**src/mfg_pkg.sv**
```systemverilog
// Shared constants for the multi-function pin control block
package mfg_pkg;
	// Pin count and register width
	localparam int NUM_PINS = 5;
	localparam int CFG_W = 16;
	localparam int FN_W = 5;
	// Register indices; the bus byte address is four times the index
	localparam logic [15:0] IDX_PIN1 = 16'h0700;
	localparam logic [15:0] IDX_PIN8 = 16'h0707;
	localparam logic [15:0] IDX_PIN9 = 16'h0708;
	localparam logic [15:0] IDX_PIN10 = 16'h0709;
	localparam logic [15:0] IDX_PIN11 = 16'h070a;
	localparam logic [15:0] IDX_INT_STATUS = 16'h070b;
	localparam logic [15:0] IDX_INT_MASK = 16'h070c;
	localparam logic [1:0] IDX_SHIFT = 2'h2;
	// Field positions inside a pin configuration register
	localparam int BIT_DIR = 15;
	localparam int BIT_PU = 14;
	localparam int BIT_PD = 13;
	localparam int BIT_POL = 10;
	localparam int BIT_OD = 9;
	localparam int BIT_DB = 8;
	localparam int BIT_LVL = 6;
	localparam int FN_LSB = 0;
	// Writable bits and reset values
	localparam logic [15:0] CFG_WR_MASK = 16'he75f;
	localparam logic [15:0] CFG_RST_COMMON = 16'ha100;
	localparam logic [4:0] FN_RST_PIN1 = 5'h00;
	localparam logic [4:0] FN_RST_OTHER = 5'h01;
	// Function codes
	localparam logic [4:0] FN_ALT_AUDIO = 5'h00;
	localparam logic [4:0] FN_LOGIC = 5'h01;
	localparam logic [4:0] FN_IRQ = 5'h03;
	localparam logic [4:0] FN_TEMP_SHUT = 5'h04;
	localparam logic [4:0] FN_ACC_PULSE = 5'h05;
	localparam logic [4:0] FN_FLL1_LOCK = 5'h09;
	localparam logic [4:0] FN_FLL2_LOCK = 5'h0a;
	localparam logic [4:0] FN_SRC1_LOCK = 5'h0b;
	localparam logic [4:0] FN_SRC2_LOCK = 5'h0c;
	localparam logic [4:0] FN_DRC1_SIG = 5'h0d;
	localparam logic [4:0] FN_DRC2_SIG = 5'h0f;
	localparam logic [4:0] FN_FIFO_ERR = 5'h11;
	localparam logic [4:0] FN_OPCLK = 5'h12;
	localparam logic [4:0] FN_TEMP_WARN = 5'h13;
	localparam logic [4:0] FN_DCS_DONE = 5'h14;
	localparam logic [4:0] FN_FLL1_CLK = 5'h15;
	localparam logic [4:0] FN_FLL2_CLK = 5'h16;
	// Timing
	localparam int CLK_PERIOD_NS = 100;
	localparam int PULSE_NS = 31000;
	localparam int PULSE_CYC = PULSE_NS / CLK_PERIOD_NS;
	localparam int DEBOUNCE_NS = 100000;
	localparam int DEBOUNCE_CYC = DEBOUNCE_NS / CLK_PERIOD_NS;
	// Bus answers
	localparam logic [1:0] RESP_OKAY = 2'h0;
	localparam logic [1:0] RESP_SLVERR = 2'h2;
endpackage : mfg_pkg

```
**src/mfg_pin_filter.sv**
```systemverilog
// Three-stage synchroniser and de-bounce filter for one pin input
`timescale 1ns/10ps
module mfg_pin_filter #(
	parameter int DB_CYCLES = 1000
) (
	// Clock and reset
	input wire logic clk_i,
	input wire logic rst_i,
	// Raw pin and control
	input wire logic raw_i,
	input wire logic db_en_i,
	// Accepted level
	output logic level_o
);
	localparam int CW = $clog2(DB_CYCLES + 1);
	localparam logic [CW-1:0] CNT_LAST = CW'(DB_CYCLES - 1);
	logic s1_reg; // First stage, read only by the second
	logic s2_reg; // Second stage
	logic s3_reg; // Third stage
	logic [CW-1:0] cnt_reg; // Stability counter

	// Synchroniser chain
	always_ff @(posedge clk_i) begin
		if (rst_i) begin
			s1_reg <= 1'b0;
			s2_reg <= 1'b0;
			s3_reg <= 1'b0;
		end else begin
			s1_reg <= raw_i;
			s2_reg <= s1_reg;
			s3_reg <= s2_reg;
		end
	end

	// Accept a level once stages two and three agree, after the hold time if filtering
	always_ff @(posedge clk_i) begin
		if (rst_i) begin
			level_o <= 1'b0;
			cnt_reg <= '0;
		end else if (s2_reg != s3_reg || s3_reg == level_o) begin
			// Unsettled or unchanged: restart the count
			cnt_reg <= '0;
		end else if (!db_en_i || cnt_reg == CNT_LAST) begin
			// With filtering enabled, glitches shorter than the hold time never reach here
			level_o <= s3_reg;
			cnt_reg <= '0;
		end else begin
			cnt_reg <= cnt_reg + 1'b1;
		end
	end
endmodule : mfg_pin_filter

```
**src/mfg_gpio_top.sv**
```systemverilog
// Five-pin multi-function pin controller with an AXI4-Lite register slave
// Function
// - Route each pin per its function field
// - Code 00h: alternate audio; pin1 record clock
// - Input level bit reads true pin level
// - Per-pin de-bounce filter, enabled at reset
// - Logic output drives the written level
// - Polarity bit inverts the selected output
// - Drive type: push-pull or open-drain
// - Pull enables; both set disables both
// - Both pin edges raise interrupt event
// - Interrupt flag latched, pollable, drives IRQ
// - Reset function codes: pin1 0, others 1
// - Code 05h: 31 us accessory pulse
// - Code 01h input acts as button input
//
// Decided for this implementation: register access over AXI4-Lite.
`timescale 1ns/10ps
module mfg_gpio_top
	import mfg_pkg::*;
#(
	parameter int DB_CYCLES = DEBOUNCE_CYC,
	parameter int ADDR_W = 16
) (
	// Clock and reset
	input wire logic CLOCK_I,
	input wire logic RST_I,
	// AXI4-Lite write address
	input wire logic [ADDR_W-1:0] AWADDR_I,
	input wire logic AWVALID_I,
	output logic AWREADY_O,
	// AXI4-Lite write data
	input wire logic [31:0] WDATA_I,
	input wire logic [3:0] WSTRB_I,
	input wire logic WVALID_I,
	output logic WREADY_O,
	// AXI4-Lite write response
	output logic [1:0] BRESP_O,
	output logic BVALID_O,
	input wire logic BREADY_I,
	// AXI4-Lite read address
	input wire logic [ADDR_W-1:0] ARADDR_I,
	input wire logic ARVALID_I,
	output logic ARREADY_O,
	// AXI4-Lite read data
	output logic [31:0] RDATA_O,
	output logic [1:0] RRESP_O,
	output logic RVALID_O,
	input wire logic RREADY_I,
	// Pins, index 0..4 = pins 1, 8, 9, 10, 11
	input wire logic [NUM_PINS-1:0] PIN_IN_I,
	output logic [NUM_PINS-1:0] PIN_OUT_O,
	output logic [NUM_PINS-1:0] PIN_OE_O,
	output logic [NUM_PINS-1:0] PULLUP_EN_O,
	output logic [NUM_PINS-1:0] PULLDOWN_EN_O,
	// Alternate audio interface signals
	input wire logic [NUM_PINS-1:0] ALT_AUDIO_OUT_I,
	output logic [NUM_PINS-1:0] ALT_AUDIO_IN_O,
	// Button or logic-level inputs, filtered
	output logic [NUM_PINS-1:0] BUTTON_LEVEL_O,
	// Internal status and clock sources
	input wire logic TEMP_SHUTDOWN_I,
	input wire logic ACCESSORY_EVENT_I,
	input wire logic FLL1_LOCK_I,
	input wire logic FLL2_LOCK_I,
	input wire logic SRC1_LOCK_I,
	input wire logic SRC2_LOCK_I,
	input wire logic DRC1_SIGNAL_I,
	input wire logic DRC2_SIGNAL_I,
	input wire logic FIFO_ERROR_I,
	input wire logic OPCLK_I,
	input wire logic TEMP_WARNING_I,
	input wire logic DC_SERVO_DONE_I,
	input wire logic FLL1_CLK_I,
	input wire logic FLL2_CLK_I,
	// Interrupt request
	output logic IRQ_O
);
	localparam int PW = $clog2(PULSE_CYC + 1);
	localparam logic [PW-1:0] PULSE_LOAD = PW'(PULSE_CYC);
	localparam logic [ADDR_W-1:0] ADDR_PIN1 = ADDR_W'(IDX_PIN1) << IDX_SHIFT;
	localparam logic [ADDR_W-1:0] ADDR_PIN8 = ADDR_W'(IDX_PIN8) << IDX_SHIFT;
	localparam logic [ADDR_W-1:0] ADDR_PIN9 = ADDR_W'(IDX_PIN9) << IDX_SHIFT;
	localparam logic [ADDR_W-1:0] ADDR_PIN10 = ADDR_W'(IDX_PIN10) << IDX_SHIFT;
	localparam logic [ADDR_W-1:0] ADDR_PIN11 = ADDR_W'(IDX_PIN11) << IDX_SHIFT;
	localparam logic [ADDR_W-1:0] ADDR_INT_STATUS = ADDR_W'(IDX_INT_STATUS) << IDX_SHIFT;
	localparam logic [ADDR_W-1:0] ADDR_INT_MASK = ADDR_W'(IDX_INT_MASK) << IDX_SHIFT;

	logic [CFG_W-1:0] cfg_reg [NUM_PINS]; // Pin configuration registers
	logic [NUM_PINS-1:0] int_status_reg; // Sticky edge flags
	logic [NUM_PINS-1:0] int_mask_reg; // Interrupt enables, 1 = pass
	logic [NUM_PINS-1:0] level_flt; // Filtered pin levels
	logic [NUM_PINS-1:0] level_prev_reg; // Previous filtered levels
	logic [NUM_PINS-1:0] edge_evt; // Edge events this cycle
	logic [PW-1:0] pulse_cnt_reg; // Accessory pulse timer
	logic acc_pulse; // Accessory pulse level
	logic irq_int; // Combined interrupt
	logic [NUM_PINS-1:0] out_val; // Selected output values
	// Write channel holding
	logic aw_held_reg;
	logic w_held_reg;
	logic [ADDR_W-1:0] awaddr_reg;
	logic [31:0] wdata_reg;
	logic [3:0] wstrb_reg;
	logic wr_fire; // Write performed this cycle
	logic [NUM_PINS-1:0] wr_pin_sel; // Pin register addressed by write
	logic wr_stat_sel; // Status register addressed by write
	logic wr_mask_sel; // Mask register addressed by write
	logic [15:0] wr_bits; // Byte-enabled write mask
	// Read path
	logic [31:0] rd_data; // Decoded read value
	logic rd_hit; // Read address mapped

	// Per-pin synchroniser and filter
	genvar gi;
	generate
		for (gi = 0; gi < NUM_PINS; gi++) begin : g_pin
			mfg_pin_filter #(
				.DB_CYCLES(DB_CYCLES)
			) u_filter (
				.clk_i(CLOCK_I),
				.rst_i(RST_I),
				.raw_i(PIN_IN_I[gi]),
				.db_en_i(cfg_reg[gi][BIT_DB]),
				.level_o(level_flt[gi])
			);
		end
	endgenerate

	// Write decode: address and data may arrive in either order
	assign wr_fire = aw_held_reg && w_held_reg && !BVALID_O;
	assign wr_bits = {{8{wstrb_reg[1]}}, {8{wstrb_reg[0]}}};
	always_comb begin
		wr_pin_sel = '0;
		wr_stat_sel = 1'b0;
		wr_mask_sel = 1'b0;
		unique case (awaddr_reg)
			ADDR_PIN1: wr_pin_sel[0] = 1'b1;
			ADDR_PIN8: wr_pin_sel[1] = 1'b1;
			ADDR_PIN9: wr_pin_sel[2] = 1'b1;
			ADDR_PIN10: wr_pin_sel[3] = 1'b1;
			ADDR_PIN11: wr_pin_sel[4] = 1'b1;
			ADDR_INT_STATUS: wr_stat_sel = 1'b1;
			ADDR_INT_MASK: wr_mask_sel = 1'b1;
			default: wr_stat_sel = 1'b0;
		endcase
	end

	// Write address and data capture
	assign AWREADY_O = !aw_held_reg;
	assign WREADY_O = !w_held_reg;
	always_ff @(posedge CLOCK_I) begin
		if (RST_I) begin
			aw_held_reg <= 1'b0;
			w_held_reg <= 1'b0;
			awaddr_reg <= '0;
			wdata_reg <= 32'h0000_0000;
			wstrb_reg <= 4'h0;
		end else begin
			if (AWVALID_I && !aw_held_reg) begin
				aw_held_reg <= 1'b1;
				awaddr_reg <= AWADDR_I;
			end else if (wr_fire) begin
				aw_held_reg <= 1'b0;
			end
			if (WVALID_I && !w_held_reg) begin
				w_held_reg <= 1'b1;
				wdata_reg <= WDATA_I;
				wstrb_reg <= WSTRB_I;
			end else if (wr_fire) begin
				w_held_reg <= 1'b0;
			end
		end
	end

	// Write response, error for unmapped addresses
	always_ff @(posedge CLOCK_I) begin
		if (RST_I) begin
			BVALID_O <= 1'b0;
			BRESP_O <= RESP_OKAY;
		end else if (wr_fire) begin
			BVALID_O <= 1'b1;
			BRESP_O <= (|wr_pin_sel || wr_stat_sel || wr_mask_sel) ? RESP_OKAY : RESP_SLVERR;
		end else if (BREADY_I) begin
			BVALID_O <= 1'b0;
		end
	end

	// Configuration registers with per-pin reset function codes
	always_ff @(posedge CLOCK_I) begin
		for (int p = 0; p < NUM_PINS; p++) begin
			if (RST_I) begin
				cfg_reg[p] <= CFG_RST_COMMON;
				cfg_reg[p][FN_LSB +: FN_W] <= (p == 0) ? FN_RST_PIN1 : FN_RST_OTHER;
			end else if (wr_fire && wr_pin_sel[p]) begin
				cfg_reg[p] <= (cfg_reg[p] & ~(CFG_WR_MASK & wr_bits)) |
					(wdata_reg[15:0] & CFG_WR_MASK & wr_bits);
			end
		end
	end

	// Edge detection on the filtered level, both directions
	assign edge_evt = level_flt ^ level_prev_reg;
	always_ff @(posedge CLOCK_I) begin
		if (RST_I) begin
			level_prev_reg <= '0;
		end else begin
			level_prev_reg <= level_flt;
		end
	end

	// Sticky flags, write one to clear, a new edge wins over the clear
	always_ff @(posedge CLOCK_I) begin
		if (RST_I) begin
			int_status_reg <= '0;
		end else if (wr_fire && wr_stat_sel && wstrb_reg[0]) begin
			int_status_reg <= (int_status_reg & ~wdata_reg[NUM_PINS-1:0]) | edge_evt;
		end else begin
			int_status_reg <= int_status_reg | edge_evt;
		end
	end

	// Interrupt mask
	always_ff @(posedge CLOCK_I) begin
		if (RST_I) begin
			int_mask_reg <= '0;
		end else if (wr_fire && wr_mask_sel && wstrb_reg[0]) begin
			int_mask_reg <= wdata_reg[NUM_PINS-1:0];
		end
	end

	// Level interrupt output
	assign irq_int = |(int_status_reg & int_mask_reg);
	always_ff @(posedge CLOCK_I) begin
		if (RST_I) begin
			IRQ_O <= 1'b0;
		end else begin
			IRQ_O <= irq_int;
		end
	end

	// Accessory pulse: each event loads the fixed width, restarting a pulse in progress
	assign acc_pulse = (pulse_cnt_reg != '0);
	always_ff @(posedge CLOCK_I) begin
		if (RST_I) begin
			pulse_cnt_reg <= '0;
		end else if (ACCESSORY_EVENT_I) begin
			pulse_cnt_reg <= PULSE_LOAD;
		end else if (acc_pulse) begin
			pulse_cnt_reg <= pulse_cnt_reg - 1'b1;
		end
	end

	// Output function select per pin
	always_comb begin
		for (int p = 0; p < NUM_PINS; p++) begin
			unique case (cfg_reg[p][FN_LSB +: FN_W])
				// Pin 1 carries the record clock, others the third interface
				FN_ALT_AUDIO: out_val[p] = ALT_AUDIO_OUT_I[p];
				FN_LOGIC: out_val[p] = cfg_reg[p][BIT_LVL];
				FN_IRQ: out_val[p] = irq_int;
				FN_TEMP_SHUT: out_val[p] = TEMP_SHUTDOWN_I;
				FN_ACC_PULSE: out_val[p] = acc_pulse;
				FN_FLL1_LOCK: out_val[p] = FLL1_LOCK_I;
				FN_FLL2_LOCK: out_val[p] = FLL2_LOCK_I;
				FN_SRC1_LOCK: out_val[p] = SRC1_LOCK_I;
				FN_SRC2_LOCK: out_val[p] = SRC2_LOCK_I;
				FN_DRC1_SIG: out_val[p] = DRC1_SIGNAL_I;
				FN_DRC2_SIG: out_val[p] = DRC2_SIGNAL_I;
				FN_FIFO_ERR: out_val[p] = FIFO_ERROR_I;
				FN_OPCLK: out_val[p] = OPCLK_I;
				FN_TEMP_WARN: out_val[p] = TEMP_WARNING_I;
				FN_DCS_DONE: out_val[p] = DC_SERVO_DONE_I;
				FN_FLL1_CLK: out_val[p] = FLL1_CLK_I;
				FN_FLL2_CLK: out_val[p] = FLL2_CLK_I;
				// Reserved codes stay inactive
				default: out_val[p] = 1'b0;
			endcase
		end
	end

	// Pin drivers: polarity, push-pull or open-drain, direction
	always_ff @(posedge CLOCK_I) begin
		for (int p = 0; p < NUM_PINS; p++) begin
			if (RST_I) begin
				PIN_OUT_O[p] <= 1'b0;
				PIN_OE_O[p] <= 1'b0;
			end else if (cfg_reg[p][BIT_DIR]) begin
				// Input: release the pin
				PIN_OUT_O[p] <= 1'b0;
				PIN_OE_O[p] <= 1'b0;
			end else if (cfg_reg[p][BIT_OD]) begin
				// Open-drain: only pull low
				PIN_OUT_O[p] <= 1'b0;
				PIN_OE_O[p] <= ~(out_val[p] ^ cfg_reg[p][BIT_POL]);
			end else begin
				// Push-pull
				PIN_OUT_O[p] <= out_val[p] ^ cfg_reg[p][BIT_POL];
				PIN_OE_O[p] <= 1'b1;
			end
		end
	end

	// Pull resistors, both requested means neither
	always_ff @(posedge CLOCK_I) begin
		for (int p = 0; p < NUM_PINS; p++) begin
			if (RST_I) begin
				PULLUP_EN_O[p] <= 1'b0;
				PULLDOWN_EN_O[p] <= 1'b0;
			end else begin
				PULLUP_EN_O[p] <= cfg_reg[p][BIT_PU] & ~cfg_reg[p][BIT_PD];
				PULLDOWN_EN_O[p] <= cfg_reg[p][BIT_PD] & ~cfg_reg[p][BIT_PU];
			end
		end
	end

	// Input routing to the alternate interface and button users
	always_ff @(posedge CLOCK_I) begin
		for (int p = 0; p < NUM_PINS; p++) begin
			if (RST_I) begin
				ALT_AUDIO_IN_O[p] <= 1'b0;
				BUTTON_LEVEL_O[p] <= 1'b0;
			end else begin
				ALT_AUDIO_IN_O[p] <= cfg_reg[p][BIT_DIR] &&
					cfg_reg[p][FN_LSB +: FN_W] == FN_ALT_AUDIO && level_flt[p];
				BUTTON_LEVEL_O[p] <= cfg_reg[p][BIT_DIR] &&
					cfg_reg[p][FN_LSB +: FN_W] == FN_LOGIC && level_flt[p];
			end
		end
	end

	// Read decode; an input pin reports its true level, unaffected by polarity
	always_comb begin
		rd_data = 32'h0000_0000;
		rd_hit = 1'b1;
		unique case (ARADDR_I)
			ADDR_PIN1: rd_data[15:0] = cfg_reg[0];
			ADDR_PIN8: rd_data[15:0] = cfg_reg[1];
			ADDR_PIN9: rd_data[15:0] = cfg_reg[2];
			ADDR_PIN10: rd_data[15:0] = cfg_reg[3];
			ADDR_PIN11: rd_data[15:0] = cfg_reg[4];
			ADDR_INT_STATUS: rd_data[NUM_PINS-1:0] = int_status_reg;
			ADDR_INT_MASK: rd_data[NUM_PINS-1:0] = int_mask_reg;
			default: rd_hit = 1'b0;
		endcase
		for (int p = 0; p < NUM_PINS; p++) begin
			if ((p == 0 && ARADDR_I == ADDR_PIN1) || (p == 1 && ARADDR_I == ADDR_PIN8) ||
				(p == 2 && ARADDR_I == ADDR_PIN9) || (p == 3 && ARADDR_I == ADDR_PIN10) ||
				(p == 4 && ARADDR_I == ADDR_PIN11)) begin
				if (cfg_reg[p][BIT_DIR]) begin
					rd_data[BIT_LVL] = level_flt[p];
				end
			end
		end
	end

	// Read channel: one read at a time, registered data
	assign ARREADY_O = !RVALID_O;
	always_ff @(posedge CLOCK_I) begin
		if (RST_I) begin
			RVALID_O <= 1'b0;
			RDATA_O <= 32'h0000_0000;
			RRESP_O <= RESP_OKAY;
		end else if (ARVALID_I && !RVALID_O) begin
			RVALID_O <= 1'b1;
			RDATA_O <= rd_data;
			RRESP_O <= rd_hit ? RESP_OKAY : RESP_SLVERR;
		end else if (RREADY_I) begin
			RVALID_O <= 1'b0;
		end
	end
endmodule : mfg_gpio_top

```
**config.mk**
```make
export PLATFORM = sky130hd
export DESIGN_NAME = mfg_gpio_top
export DESIGN_NICKNAME = d
export VERILOG_FILES = /design/src/mfg_pkg.sv /design/src/mfg_pin_filter.sv /design/src/mfg_gpio_top.sv
export SDC_FILE = /design/constraint.sdc
export NUM_CORES = 1
export LEC_CHECK = 0
export BUFFER_PORTS_ARGS = -buffer_cell sky130_fd_sc_hd__buf_2
export CAP_MARGIN = 20
export CORE_MARGIN = 2
export CORE_UTILIZATION = 45
export DETAILED_ROUTE_END_ITERATION = 8
export GPL_ROUTABILITY_DRIVEN = 0
export PLACE_DENSITY_LB_ADDON = 0.2
export SETUP_SLACK_MARGIN = 0.1
export SLEW_MARGIN = 15
export SYNTH_ARGS = -nofsm -noshare
export SYNTH_HDL_FRONTEND = slang
export SYNTH_SLANG_ARGS = --single-unit
```
**constraint.sdc**
```tcl
create_clock -name CLOCK_I -period 2.28 [get_ports CLOCK_I]
set_input_delay 0 -clock CLOCK_I [delete_from_list [all_inputs] [get_ports CLOCK_I]]
set_output_delay 0 -clock CLOCK_I [all_outputs]
set_load 0.02 [all_outputs]
```
# Word level (Yosys, flattened, before mapping)
# Memory sizes are Yosys's and may differ from the RTL's.
# Cells that the tools add are included.
[op_classes]
add_sub_neg = 6
n_eq_ne = 109
muxes = 74
bitwise = 68
n_reduce_logical = 90
[op_table]
columns = ["operator", "n"]
rows = [
  ["equality test 16 x 13 -> 1 bit (second input constant)", 14],
  ["equality test 5 x 4 -> 1 bit (second input constant)", 30],
  ["equality test 5 bit (second input constant)", 30],
  ["bitwise AND 16 bit", 6],
  ["one-hot mux 1 bit (17 select lines)", 5],
  ["OR 16 bit", 5],
  ["2-to-1 mux 11 bit", 5],
  ["2-to-1 mux 5 bit", 11],
  ["one-hot mux 11 bit (5 select lines)", 1],
  ["adder 10 x 1 -> 10 bit (second input constant)", 5],
  ["equality test 10 bit (second input constant)", 5],
  ["equality test 5 x 3 -> 1 bit (second input constant)", 10],
  ["2-to-1 mux 1 bit", 47],
  ["one-hot mux 5 bit (7 select lines)", 1],
  ["logical AND 1 bit", 34],
  ["OR reduction 3 bit", 10],
  ["equality test 5 x 1 -> 1 bit (second input constant)", 5],
  ["equality test 5 x 2 -> 1 bit (second input constant)", 5],
  ["zero test 5 bit", 5],
  ["NOT 1 bit", 20],
  ["2-to-1 mux 9 bit", 2],
  ["NOT 16 bit", 1],
  ["OR 1 bit", 15],
  ["logical OR 1 bit", 12],
  ["17 further kinds", 63],
]
[word_totals]
inputBits = 99
n_memories = 1
ff_bits = 183
ram_bits = 80
[mem_list]
columns = ["name", "words", "word_bits", "read_ports", "rd_clocked_by_memory_dff", "wr", "line_no", "source"]
rows = [
  ["cfg_reg", 5, 16, 5, 0, 5, "mfg_gpio_top.sv:89", "logic [CFG_W-1:0] cfg_reg [NUM_PINS];"],
]

# Depth between registers and ports, before layout
[logic_depth]
ltp_word = 12
ltp_mapped = 8
mapped_depth_nobuf = 8

# Modules after synthesis
# A second synthesis with hierarchy kept.
[hier_totals]
hier_cells = 1237
hier_area_um2 = 11348.4
[by_module_without_submodules]
columns = ["mod", "cells_each", "area_each_um2", "n_inst", "seq_area_each_um2"]
rows = [
  ["mfg_gpio_top", 894, 8271.7, 1, 3863.7],
  ["mfg_pin_filter at g_pin[0].u_filter ...", 70, 608.1, 3, 280.3],
  ["mfg_pin_filter at g_pin[4].u_filter", 66, 640.6, 1, 280.3],
  ["mfg_pin_filter at g_pin[3].u_filter", 67, 611.8, 1, 280.3],
]

# Worst setup path after synthesis
# OpenSTA, ideal clock, no wires.
[synth_path]
path_kind = "reg2reg"
from = "reg pulse_cnt_reg[0]"
to = "reg PIN_OE_O[4]"
arrival_time_ps = 2078
path_slack_ps = 111
path_stages_with_launch = 9
setup_ps = 91
required_ps = 2189
synth_period_minus_slack_ps = 2169
cell_sequence = "dfxtp_1 inv_1 ha_1 nor4b_1 a21oi_1 o211ai_1 inv_1 or3_1 a311oi_1"
[synth_via]
elab_chain_len = 5
[synth_lines]
columns = ["item", "line_no", "source"]
rows = [
  ["start: declaration", "mfg_gpio_top.sv:95", "logic [PW-1:0] pulse_cnt_reg;"],
  ["start signal: assignment", "mfg_gpio_top.sv:250", "pulse_cnt_reg <= pulse_cnt_reg - 1'b1;"],
  ["nonzero test 9 bit", "mfg_gpio_top.sv:243", "assign acc_pulse = (pulse_cnt_reg != '0);"],
  ["one-hot mux 1 bit (17 select lines)", "mfg_gpio_top.sv:257", "unique case (cfg_reg[p][FN_LSB +: FN_W])"],
  ["bitwise XOR 1 bit", "mfg_gpio_top.sv:295", "PIN_OE_O[p] <= ~(out_val[p] ^ cfg_reg[p][BIT_POL]);"],
  ["NOT 1 bit", "mfg_gpio_top.sv:295", ""],
  ["2-to-1 mux 1 bit", "mfg_gpio_top.sv:292", "end else if (cfg_reg[p][BIT_OD]) begin"],
  ["end signal: indexed assignment", "mfg_gpio_top.sv:295", ""],
  ["end: declaration", "mfg_gpio_top.sv:53", "output logic [NUM_PINS-1:0] PIN_OE_O,"],
]
# No other way between the ends.
# A chain may end at the register's enable or synchronous reset.

# Worst setup path in the final report
[layout_path]
from = "reg int_mask_reg[1]"
to = "reg PIN_OE_O[4]"
[layout_via]
elab_chain_len = 6
[layout_lines]
columns = ["item", "line_no", "source"]
rows = [
  ["start: declaration", "mfg_gpio_top.sv:91", "logic [NUM_PINS-1:0] int_mask_reg;"],
  ["start signal: assignment", "mfg_gpio_top.sv:228", "int_mask_reg <= wdata_reg[NUM_PINS-1:0];"],
  ["bitwise AND 5 bit", "mfg_gpio_top.sv:233", "assign irq_int = |(int_status_reg & int_mask_reg);"],
  ["OR reduction 5 bit", "mfg_gpio_top.sv:233", ""],
  ["one-hot mux 1 bit (17 select lines)", "mfg_gpio_top.sv:257", ""],
  ["bitwise XOR 1 bit", "mfg_gpio_top.sv:295", ""],
  ["NOT 1 bit", "mfg_gpio_top.sv:295", ""],
  ["2-to-1 mux 1 bit", "mfg_gpio_top.sv:292", ""],
]
# No other way between the ends.

==> impl_metrics.py <==
metrics = {
    "timing": {
        "finalSetupViolations": 0,
        "fmax_mhz": 469.7,
        "period_minus_slack_ns": 2.129,
        "hold_viol": 0,
        "finalCritPeriodShare": 0.9339,
        "fin_tns_setup_ns": 0,
        "slew_violations": 0,
        "rsz0062_at_grt": "yes",
        "skew_ns": 0.01303,
        "tightest_slew_ns": 0.7717,
        "max_slew_margin": 0.4855,
    },
    "floorplan": {
        "fp.dieH_um": 159.9,
        "dieArea_mm2": 0.02557,
        "rows": 57,
        "num_io_pins": 171,
        "die_x_um": 159.9,
        "initial_core_util": 0.4538,
        "core_area_mm2": 0.02411,
    },
    "yosys": {
        "synth-edff-count": 60,
        "synth_area_leaders": "dfxtp_1 32%, edfxtp_1 16%, a21oi_1 4.4%, nor2_1 4.4%, nand2_1 4.2%",
        "syn_area_mm2": 0.01094,
        "yosysTopAreaCell": "dfxtp_1",
        "ys_ff_latch": 233,
        "ys_warn_count": 0,
        "synthArstFlopShare": 0,
        "yosys.cell_types.count": 73,
        "syn_inst": 1220,
        "yosysTopAreaCellShare": 0.3166,
        "syn_avg_cell_area_um2": 8.966,
        "synth_ff_type": "dfxtp_1",
        "yosysSeqAreaShare": 0.4814,
    },
    "cts": {
        "insertion_delay_ns": 0.53,
        "cts_tree": "yes",
        "clock_path_buffers": 3,
        "htreeDepth": 1,
        "path_clk_slew_ns": 0.06,
        "cts_made_buffers": 26,
        "cts.root.buffer_cell": "clkbuf_16",
        "clock_sinks": 233,
    },
    "layout": {
        "largest_reg_flops": 57,
        "multi_input_area_mm2": 0.005290,
        "nFillCells": 2233,
        "seqCellArea_mm2": 0.005266,
        "syn2layout_area_growth_pct": 22.64,
        "nets": 1505,
        "fin_util": 0.5565,
        "antennaDiodeCount": 0,
        "drive_gt1_frac": 0.1782,
    },
    "worst_setup_path": {
        "crit_path_cell_trace": "a222oi_1 > nand2_1 > o2111ai_2 > o211ai_1 > or3_4 > a311oi_2",
        "critPathLaunchType": "flip-flop",
        "worstPathArrival_ns": 2.57,
        "critPathKind": "flip-flop to flip-flop",
        "critPathMaxFanout": 4,
        "slowest_stage": "or3_4",
        "crit_family": "compound AO/OA/AOI/OAI gates",
        "endpoint_kind": "flip-flop",
        "slowest_delay_ns": 0.43,
        "cp.required_ns": 2.72,
        "path_buf_inv": 0,
    },
    "place": {
        "portBuffers": 126,
        "dpl.hpwl_um": 21150,
    },
    "drt": {
        "routed_via_density": 5.382,
        "num_vias": 9387,
        "firstDrtPassIters": 7,
        "drc": 0,
        "routed_wl_um": 29690,
        "drt_iter0_markers": 718,
        "ant_nets": 0,
        "routedWlPerCell_um": 17.03,
    },
    "global_route": {
        "grt_pass1_vias": 8833,
        "grt-ovfl-total": 0,
        "antenna_found_initial": 0,
        "grtUsageTotal": 0.2270,
        "grt_pass1_wl_um": 46770,
        "grt_max_degree": 73,
    },
    "power_and_ir_drop": {
        "power_density_mw_per_mm2": 714.9,
        "leakage_nw": 5.128,
        "vdd_drop_max_mv": 0.5773,
    },
    "run": {
        "maxCapViolCount": 0,
    },
    "hold_path": {
        "hold_path.class": "input port to flip-flop",
    },
    "run_status": {
        "status": "finished clean",
    },
}
[through the flow]
step	power, W	cell area, um^2	cells	hold slack, ns	setup slack, ns
after floorplan	0.005032	11020	1241	0.07735	0.1110
after global placement	0.005289	12000	1651	0.1870	0.09632
after detailed placement	0.005300	12000	1651	0.1995	0.05467
after CTS	0.009634	13300	1740	0.007395	0.1023
after global routing	0.009911	13410	1744	0.03707	0.05160
final	0.009589	13410	1744	0.006532	0.1508
[power breakdown]
part / switching (W) / internal, W
registers: 0.000124 / 0.00434
logic: 0.000464 / 0.000361
clock network: 0.00168 / 0.00262
[per-layer routing]
metal | vias up | GRT usage | wire [um]
li1 | 4602 | - | -
met4 | 0 | 0.08354 | 1064
met5 | - | 0 | 0
met3 | 69 | 0.03091 | 1788
met2 | 309 | 0.3851 | 14170
met1 | 4407 | 0.2966 | 12670
[cells in the mapped netlist, drive strengths merged, types with 8 or more instances]
library cell	number
xnor2	35
o21ai	43
mux2	8
or3	8
and3	8
edfxtp	60
xor2	20
a21o	9
a22oi	12
nand3	58
nand4	11
nor3b	17
nand3b	11
buf	28
nand2b	57
nor4	8
clkbuf	58
nor2b	27
dfxtp	173
nand2	123
inv	39
nor3	24
a21oi	97
nor2	129
mux2i	27
o21a	8
a31oi	10
and2	14
[area by class of cell]
class	count	share of cell area
flip-flops and latches	233	0.3926
multi-input cells	883	0.3944
repair buffers	217	0.1061
inverters	39	0.01091
clock buffers	40	0.05932
clock inverters	8	0.006529
well taps	324	0.03022
[placed cells by master (no fill, tap or decap), types with 41 or more instances in the layout]
cell type	count
a21oi_1	97
buf_2	125
buf_4	50
dfxtp_1	172
dlygate4sd3_1	41
edfxtp_1	60
nand2_1	123
nand2b_1	56
nand3_1	57
nor2_1	129
o21ai_0	42
[final timing paths]
check | start | endpoint | slack [ns] | depth (start not counted)
worst max register to register | int_mask_reg[1] | PIN_OE_O[4] | 0.15 | 6
worst max-delay path | int_mask_reg[1] | PIN_OE_O[4] | 0.15 | 6
worst min register to register | g_pin[3].u_filter.s1_reg | g_pin[3].u_filter.s2_reg | 0.43 | 1
worst min-delay path | RST_I | g_pin[0].u_filter.s1_reg | 0.007 | 2
[timing repair]
action / 4_1_cts / 5_1_grt
endpoints found under the setup margin: 5 / 86
hold buffers: 41 / 0
hold endpoints to repair: 48 / 0
resized for setup: 2 / 20
pin swaps: 0 / 7
buffers inserted: 0 / 4
[kinds of logic after synthesis]
group                    count (synthesis)  share of synthesized area
buffers and inverters                  125                    0.05102
other                                    1                  0.0003428
adder cells (fa/ha/maj)                  6                   0.006863
XOR/XNOR                                55                    0.04404
AO/OA/AOI/OAI                          244                     0.1405
multiplexers                            35                    0.03294
AND/OR/NAND/NOR                        521                     0.2430
flip-flops                             233                     0.4814
No activity file was read; power rests on OpenSTA's default activity.
